File: src/ivs_pkg.sv
// Package for the interrupt vector selector: address map constants and carriers
package ivs_pkg;

  localparam int          ADDR_W         = 24;
  localparam int          VNUM_W         = 7;
  localparam int          TRAP_CNT       = 8;
  localparam int          MAX_VECTOR     = 93;
  localparam int          SEL_BIT_POS    = 15;
  localparam logic        SEL_RESET      = 1'b0;
  localparam logic [23:0] RESET_ADDR     = 24'h000000;
  localparam logic [23:0] TRAP_BASE      = 24'h000004;
  localparam logic [23:0] IRQ_BASE       = 24'h000014;
  localparam logic [23:0] ALT_OFFSET     = 24'h000100;
  localparam logic [23:0] ZERO_ADDR      = 24'h000000;
  localparam logic [2:0]  TRAP_OSC_FAIL  = 3'h1;
  localparam logic [2:0]  TRAP_ADDR_ERR  = 3'h2;
  localparam logic [2:0]  TRAP_STACK_ERR = 3'h3;
  localparam logic [2:0]  TRAP_MATH_ERR  = 3'h4;

  // Where a source's control bits live
  typedef struct packed {
    logic [2:0] flagReg;
    logic [3:0] flagBit;
    logic [4:0] prioReg;
    logic [3:0] prioLsb;
  } ivs_loc_t;

  // Vector request from the arbiter
  typedef struct packed {
    logic             isTrap;
    logic [VNUM_W-1:0] num;
  } ivs_req_t;

endpackage

File: src/interrupt_vector_selector.sv
// Interrupt vector selector: vector slot address, table select and bit locations
`timescale 1ns/1ps

module ivs_interrupt_vector_selector #(
  parameter int NUM_SRC = 94
) (
  input  wire logic                         clock,
  input  wire logic                         rst,
  input  wire logic                         ctlWrite,
  input  wire logic [15:0]                  ctlWdata,
  output logic      [15:0]                  ctlRdata,
  input  wire logic                         reqValid,
  input  wire ivs_pkg::ivs_req_t            req,
  input  wire logic [NUM_SRC-1:0]           srcPending,
  output logic                              slotValid,
  output logic      [ivs_pkg::ADDR_W-1:0]   slotAddr,
  input  wire logic                         slotDataValid,
  input  wire logic [ivs_pkg::ADDR_W-1:0]   slotData,
  output logic                              jumpValid,
  output logic      [ivs_pkg::ADDR_W-1:0]   jumpAddr,
  output logic      [ivs_pkg::ADDR_W-1:0]   pcOut,
  output logic                              winValid,
  output logic      [ivs_pkg::VNUM_W-1:0]   winNum,
  output ivs_pkg::ivs_loc_t                 winLoc,
  output logic                              altTableSelect
);

  ////////////////////////////////////////////////////////////////////////////
  // Decode functions

  // Primary slot of a trap or interrupt; alternate adds the fixed offset
  function automatic logic [23:0] slot_of(input ivs_pkg::ivs_req_t r, input logic alt);
    logic [23:0] base;
    logic [23:0] idx;
    base = r.isTrap ? ivs_pkg::TRAP_BASE : ivs_pkg::IRQ_BASE;
    idx  = r.isTrap ? {20'h00000, r.num[2:0], 1'b0} : {16'h0000, r.num, 1'b0};
    slot_of = base + idx + (alt ? ivs_pkg::ALT_OFFSET : ivs_pkg::ZERO_ADDR);
  endfunction

  // Register and bit positions of a source's flag, enable and priority
  function automatic ivs_pkg::ivs_loc_t loc_of(input logic [6:0] n);
    ivs_pkg::ivs_loc_t l;
    l.flagReg = n[6:4];
    l.flagBit = n[3:0];
    l.prioReg = n[6:2];
    l.prioLsb = {n[1:0], 2'b00};
    loc_of = l;
  endfunction

  ////////////////////////////////////////////////////////////////////////////
  // Control register two: only the table select bit is kept here

  logic altSel_ff;

  always_ff @(posedge clock)
  begin
    if (rst)
      altSel_ff <= ivs_pkg::SEL_RESET;
    else if (ctlWrite)
      altSel_ff <= ctlWdata[ivs_pkg::SEL_BIT_POS];
  end

  // Other bits of the register belong to neighbouring logic and read zero here
  always_comb
  begin
    ctlRdata = 16'h0000;
    ctlRdata[ivs_pkg::SEL_BIT_POS] = altSel_ff;
  end

  assign altTableSelect = altSel_ff;

  ////////////////////////////////////////////////////////////////////////////
  // Vector fetch: request issues a slot read, returned word becomes the target

  logic                  slotValid_ff;
  logic [23:0]           slotAddr_ff;
  logic                  jumpValid_ff;
  logic [23:0]           jumpAddr_ff;
  logic [23:0]           pc_ff;
  logic                  busy_ff;

  // Select is sampled at request time, so a write mid-fetch cannot split tables
  always_ff @(posedge clock)
  begin
    if (rst)
    begin
      slotValid_ff <= 1'b0;
      slotAddr_ff  <= ivs_pkg::ZERO_ADDR;
      busy_ff      <= 1'b0;
    end
    else
    begin
      slotValid_ff <= reqValid && !busy_ff;
      if (reqValid && !busy_ff)
      begin
        slotAddr_ff <= slot_of(req, altSel_ff);
        busy_ff     <= 1'b1;
      end
      else if (slotDataValid)
        busy_ff <= 1'b0;
    end
  end

  // Slot contents are used whole as a 24-bit handler address
  always_ff @(posedge clock)
  begin
    if (rst)
    begin
      jumpValid_ff <= 1'b0;
      jumpAddr_ff  <= ivs_pkg::ZERO_ADDR;
    end
    else
    begin
      jumpValid_ff <= busy_ff && slotDataValid;
      if (busy_ff && slotDataValid)
        jumpAddr_ff <= slotData;
    end
  end

  // Program counter: zero at reset, then follows vector redirects
  always_ff @(posedge clock)
  begin
    if (rst)
      pc_ff <= ivs_pkg::RESET_ADDR;
    else if (busy_ff && slotDataValid)
      pc_ff <= slotData;
  end

  assign slotValid = slotValid_ff;
  assign slotAddr  = slotAddr_ff;
  assign jumpValid = jumpValid_ff;
  assign jumpAddr  = jumpAddr_ff;
  assign pcOut     = pc_ff;

  ////////////////////////////////////////////////////////////////////////////
  // Natural priority among equally ranked pending sources

  logic                  winValid_ff;
  logic [6:0]            winNum_ff;
  ivs_pkg::ivs_loc_t     winLoc_ff;
  logic                  anyPend;
  logic [6:0]            lowNum;

  // Scan from the top down so the lowest vector number is left standing
  always_comb
  begin
    anyPend = 1'b0;
    lowNum  = 7'h00;
    for (int i = NUM_SRC - 1; i >= 0; i--)
    begin
      if (srcPending[i])
      begin
        anyPend = 1'b1;
        lowNum  = 7'(i);
      end
    end
  end

  always_ff @(posedge clock)
  begin
    if (rst)
    begin
      winValid_ff <= 1'b0;
      winNum_ff   <= 7'h00;
      winLoc_ff   <= '0;
    end
    else
    begin
      winValid_ff <= anyPend;
      winNum_ff   <= lowNum;
      winLoc_ff   <= loc_of(lowNum);
    end
  end

  assign winValid = winValid_ff;
  assign winNum   = winNum_ff;
  assign winLoc   = winLoc_ff;

  ////////////////////////////////////////////////////////////////////////////
  // Assertions

  property p_sel_reset;
    @(posedge clock) rst |=> !altTableSelect;
  endproperty
  a_sel_reset: assert property (p_sel_reset) else $error("select not zero after reset");

  property p_sel_write;
    @(posedge clock) disable iff (rst)
      ctlWrite |=> altTableSelect == $past(ctlWdata[15]) && ctlRdata[15] == altTableSelect;
  endproperty
  a_sel_write: assert property (p_sel_write) else $error("select bit not written");

  property p_alt_offset;
    @(posedge clock) disable iff (rst)
      (reqValid && !busy_ff) |=>
        slotValid && slotAddr == $past(slot_of(req, 1'b0)) +
        ($past(altSel_ff) ? 24'h000100 : 24'h000000);
  endproperty
  a_alt_offset: assert property (p_alt_offset) else $error("alternate offset wrong");

  property p_alt_range;
    @(posedge clock) disable iff (rst)
      (slotValid && $past(altSel_ff)) |-> slotAddr >= 24'h000104 && slotAddr <= 24'h0001CE;
  endproperty
  a_alt_range: assert property (p_alt_range) else $error("alternate slot outside table");

  property p_trap_slot;
    @(posedge clock) disable iff (rst)
      (reqValid && !busy_ff && req.isTrap && !altSel_ff) |=>
        slotAddr == 24'h000004 + {20'h00000, $past(req.num[2:0]), 1'b0};
  endproperty
  a_trap_slot: assert property (p_trap_slot) else $error("trap slot wrong");

  property p_irq_slot;
    @(posedge clock) disable iff (rst)
      (reqValid && !busy_ff && !req.isTrap && !altSel_ff) |=>
        slotAddr == 24'h000014 + {16'h0000, $past(req.num), 1'b0};
  endproperty
  a_irq_slot: assert property (p_irq_slot) else $error("interrupt slot wrong");

  property p_reset_pc;
    @(posedge clock) rst |=> pcOut == 24'h000000 && !slotValid && !jumpValid;
  endproperty
  a_reset_pc: assert property (p_reset_pc) else $error("reset did not zero pc");

  property p_jump_data;
    @(posedge clock) disable iff (rst)
      (busy_ff && slotDataValid) |=> jumpValid && jumpAddr == $past(slotData) && pcOut == jumpAddr;
  endproperty
  a_jump_data: assert property (p_jump_data) else $error("handler address not taken");

  property p_natural;
    @(posedge clock) disable iff (rst)
      anyPend |=> winValid && winLoc.flagReg == winNum[6:4] && winLoc.prioReg == winNum[6:2] &&
        winLoc.prioLsb == {winNum[1:0], 2'b00};
  endproperty
  a_natural: assert property (p_natural) else $error("bit location wrong");

  // Registered copy of the pending vector, so the winner is judged against
  // what the scan saw and not against the scan's own result
  logic [NUM_SRC-1:0]    pendSeen_ff;
  logic [NUM_SRC-1:0]    belowWin;

  always_ff @(posedge clock)
  begin
    if (rst)
      pendSeen_ff <= '0;
    else
      pendSeen_ff <= srcPending;
  end

  // Pending sources below the reported winner; there must be none
  always_comb
  begin
    belowWin = pendSeen_ff & ((NUM_SRC'(1) << winNum) - NUM_SRC'(1));
  end

  property p_lowest;
    @(posedge clock) disable iff (rst)
      winValid |-> pendSeen_ff[winNum] && belowWin == '0;
  endproperty
  a_lowest: assert property (p_lowest) else $error("winner not lowest pending");

  property p_win_valid;
    @(posedge clock) disable iff (rst)
      winValid == (pendSeen_ff != '0);
  endproperty
  a_win_valid: assert property (p_win_valid) else $error("winner flag wrong");

  property p_trap_alt;
    @(posedge clock) disable iff (rst)
      (reqValid && !busy_ff && req.isTrap && altSel_ff) |=>
        slotAddr == 24'h000104 + {20'h00000, $past(req.num[2:0]), 1'b0};
  endproperty
  a_trap_alt: assert property (p_trap_alt) else $error("alternate trap slot wrong");

  property p_irq_alt;
    @(posedge clock) disable iff (rst)
      (reqValid && !busy_ff && !req.isTrap && altSel_ff) |=>
        slotAddr == 24'h000114 + {16'h0000, $past(req.num), 1'b0};
  endproperty
  a_irq_alt: assert property (p_irq_alt) else $error("alternate interrupt slot wrong");

  // A refused or absent request leaves the bus quiet and the last address alone
  property p_slot_hold;
    @(posedge clock) disable iff (rst)
      !(reqValid && !busy_ff) |=> !slotValid && $stable(slotAddr);
  endproperty
  a_slot_hold: assert property (p_slot_hold) else $error("slot read without request");

  // Outside a vector redirect the program counter model must not move
  property p_pc_hold;
    @(posedge clock) disable iff (rst)
      !(busy_ff && slotDataValid) |=> $stable(pcOut);
  endproperty
  a_pc_hold: assert property (p_pc_hold) else $error("pc moved without a vector");

endmodule

File: config.mk
export PLATFORM = sky130hd
export DESIGN_NAME = ivs_interrupt_vector_selector
export DESIGN_NICKNAME = d
export VERILOG_FILES = /design/src/ivs_pkg.sv /design/src/interrupt_vector_selector.sv
export SDC_FILE = /design/constraint.sdc
export NUM_CORES = 1
export LEC_CHECK = 0
export BUFFER_PORTS_ARGS = -buffer_cell sky130_fd_sc_hd__buf_4
export CORE_AREA = 2 2 103 105
export CTS_CLUSTER_SIZE = 10
export DETAILED_ROUTE_END_ITERATION = 6
export DIE_AREA = 0 0 105 107
export GPL_ROUTABILITY_DRIVEN = 0
export PLACE_DENSITY = 0.77
export SETUP_SLACK_MARGIN = 0.4
export SLEW_MARGIN = 40
export SYNTH_ARGS = -nofsm -noshare
export SYNTH_HDL_FRONTEND = slang
export SYNTH_SLANG_ARGS = --single-unit
File: constraint.sdc
create_clock -name clock -period 1.7 [get_ports clock]
set_input_delay 0.17 -clock clock [delete_from_list [all_inputs] [get_ports clock]]
set_output_delay 0.17 -clock clock [all_outputs]
set_load 0.03 [all_outputs]
==> load_flow_metrics.sql <==
INSERT INTO impl_metrics (metric_group, metric, value, unit) VALUES
('cells_and_area', 'fin_area', '5260', 'um^2'),
('die', 'core-area', '10100', 'um^2'),
('setup_path', 'reg2reg_setup_slack', '0.57', 'ns'),
('setup_path', 'cp_top_family', 'simple AND/OR/NAND/NOR gates', ''),
('drt', 'route.vias.total', '3878', ''),
('logic_synthesis', 'yosys_warnings', '0', ''),
('clocking', 'cts_root_buf', 'clkbuf_8', ''),
('placed_design', 'numPortBuffers', '214', ''),
('drt', 'vias_per_cell', '5.01', ''),
('logic_synthesis', 'synth_top_family_by_area', 'compound AO/OA/AOI/OAI gates', ''),
('logic_synthesis', 'yosys-mux-area-fraction', '0.318', '%'),
('setup_path', 'cell_by_cell_trace_of_the_critical_path', 'buf_6, or4_4, or3_4, nand2b_4, a211oi_2, nor2_1, o2111a_1', ''),
('timing', 'final.period_utilization', '92.5', '%'),
('logic_synthesis', 'synthesis.area_per_instance', '7.54', 'um^2'),
('drt', 'wl_met2', '6050', 'um'),
('grt', 'grt_antenna_before_repair', '0', ''),
('drt', 'met3WireLength', '710', 'um'),
('cells_and_area', 'n_antenna_cell', '0', ''),
('clocking', 'cts_buffer_depth', '2', ''),
('drt', 'postRouteAntennaNets', '0', ''),
('logic_synthesis', 'post_synthesis_compound_gate_area_fraction', '25.4', '%'),
('die', 'design.portCount', '262', ''),
('cells_and_area', 'num-nets-final', '785', ''),
('cells_and_area', 'drive_above_1_share', '49.4', '%'),
('power', 'power_per_cell_area', '595', 'nW/um^2'),
('clocking', 'clkSinkCount', '45', ''),
('clocking', 'clk_pin_slew_worst_paths', '0.09', 'ns'),
('setup_path', 'timing.rr.end', 'slotAddr[8]', ''),
('clocking', 'numCtsBuffers', '5', ''),
('power', 'power.ir.vdd_worst', '0.000471', 'V'),
('drt', 'route.final.wire_length', '11500', 'um'),
('logic_synthesis', 'sequential_area_share_after_synthesis', '28.6', '%'),
('timing', 'worst-slew-pin-transition', '0.561', 'ns'),
('grt', 'grt_pass1_vias', '3628', ''),
('clocking', 'clock_insertion_delay_worst_skew', '0.29', 'ns'),
('setup_path', 'worstRegToRegCells', '2', ''),
('die', 'die_w', '105', 'um'),
('logic_synthesis', 'post_synth_num_cell_types', '47', ''),
('timing', 'drv_slew', '0', ''),
('job', 'max_cap_viol_count', '0', ''),
('setup_path', 'slowest_delay', '0.54', 'ns'),
('clocking', 'cts-htree-levels', '2', ''),
('timing', 'maxClockFrequency', '636', 'MHz'),
('logic_synthesis', 'post_synth_inst_count', '418', ''),
('die', 'dieArea', '11200', 'um^2'),
('grt', 'global_route.usage.total', '19.0', '%'),
('clocking', 'tritoncts_clock_tree', 'built', ''),
('timing', 'finalClockSkew', '0.00521', 'ns'),
('drt', 'initialDrtViolationCount', '220', ''),
('hold_path', 'min_to', 'slotAddr[2]', ''),
('grt', 'grt_start_max_net_pins', '26', ''),
('hold_path', 'holdPathStages', '2', ''),
('cells_and_area', 'num-fill-cells', '928', ''),
('placed_design', 'dpl_cell_area', '4800', 'um^2'),
('drt', 'drt_first_pass_iters', '7', ''),
('power', 'leakage', '2.39', 'nW'),
('setup_path', 'worstPathBufferInverterCount', '1', ''),
('setup_path', 'worstPathMaxFanout', '2', ''),
('die', 'floorplan.initialDensity', '31.2', '%'),
('cells_and_area', 'layout-area-overhead-vs-synth', '67.0', '%'),
('logic_synthesis', 'synth.cell_area', '3150', 'um^2'),
('logic_synthesis', 'ys_ff_latch', '45', ''),
('drt', 'drt_drc_violations_left', '0', ''),
('timing', 'worst_slew_slack_as_a_fraction_of_its_limit', '62.6', '%'),
('drt', 'route.top_layer_used', 'met4', ''),
('timing', 'timing.final.crit_period', '1.57', 'ns'),
('placed_design', 'place.detailed.instances', '760', ''),
('run_status', 'run_status', 'finished, final reports clean', ''),
('cells_and_area', 'final-seq-area', '901', 'um^2'),
('drt', 'wirelength_met1', '4490', 'um'),
('setup_path', 'worst_setup_path_start_kind', 'input pin', '');
cell usage after synthesis (2+ instances only):
cell        n  share of area, %
a2111oi_0   6               1.7
a211oi_1    5               1.2
a21oi_1    28               4.4
a221oi_1    2              0.56
a22o_1     24               6.7
a22oi_1     3              0.71
a41oi_1     2              0.56
buf_4      71                17
clkbuf_1    8              0.95
dfxtp_1    45                29
inv_1      20               2.4
nand2_1    19               2.3
nand2b_1    2              0.40
nand3_1     9               1.4
nand4_1     2              0.40
nor2_1     65               7.7
nor2b_1     2              0.40
nor3_1     17               2.7
nor4_1     21               4.2
o211ai_1    2              0.48
o21ai_0    18               2.9
o21bai_1    3              0.71
o221ai_1    2              0.56
o311ai_0    3              0.83
o31ai_1     5               1.2
or3_1       3              0.60
or4_1       9               2.1
xnor2_1     3              0.83
metrics by stage:
step,hold slack [ns],setup slack (ns),TNS (ns)
floorplan,0.266,-0.0304,-0.0304
global placement,0.375,-0.200,-0.723
detailed placement,0.378,-0.229,-0.925
CTS,0.0627,0.155,0
global route,0.0561,0.126,0
finish,0.0673,0.127,0
kinds of logic after synthesis:
group | after synthesis
muxes | 1
AOI/OAI and AO/OA | 113
DFF | 45
buffers and inverters | 99
adders and majority gates | 1
and+or+nand+nor | 154
xor gates and xnor gates | 4
other | 1
sequential cells by signal, summed over array words and instances, names as in the netlist:
signal	cells
pcOut	24
altTableSelect	1
slotValid	1
slotAddr	9
jumpValid	1
busy_ff	1
winValid	1
winNum	7
where the power goes:
part	switching, mW	total (mW)	leakage (nW)	internal, mW
logic	0.572	1.03	1.96	0.454
registers	0.0364	1.14	0.367	1.10
clock network	0.377	0.968	0.0687	0.592
total	0.985	3.13	2.39	2.14
area by class of cell:
type / count / share of cell area, %
clock buffer: 5 / 1.31
clock inverter: 3 / 1.31
inverter: 20 / 1.43
multi-input combinational: 305 / 37.7
sequential: 45 / 17.1
tap: 136 / 3.23
timing repair buffer: 260 / 37.9
repair_timing:
| item | in CTS | in global routing |
|---|---|---|
| setup endpoints to repair | 9 | 11 |
| pin swaps | 19 | 7 |
| buffers inserted | 5 | 1 |
| resized for setup | 42 | 21 |
how the worst max path moves through the flow:
stage / start / to / slack [ns] / cells after the start
floorplan: srcPending[88] / winNum[4] / -0.03 / 6
global placement: srcPending[88] / winNum[4] / -0.20 / 7
detailed placement: srcPending[88] / winNum[4] / -0.23 / 7
CTS: srcPending[88] / winNum[4] / 0.15 / 7
global route: srcPending[88] / winNum[4] / 0.13 / 7
finish: srcPending[88] / winNum[4] / 0.13 / 7
layer usage:
metal  track usage (%)  vias to the layer above
met3              2.43                       24
met2              35.4                      177
met1              22.9                     1813
met5                 0                        -
li1                  -                     1864
met4              5.24                        0
(Power assumes the default switching activity.)
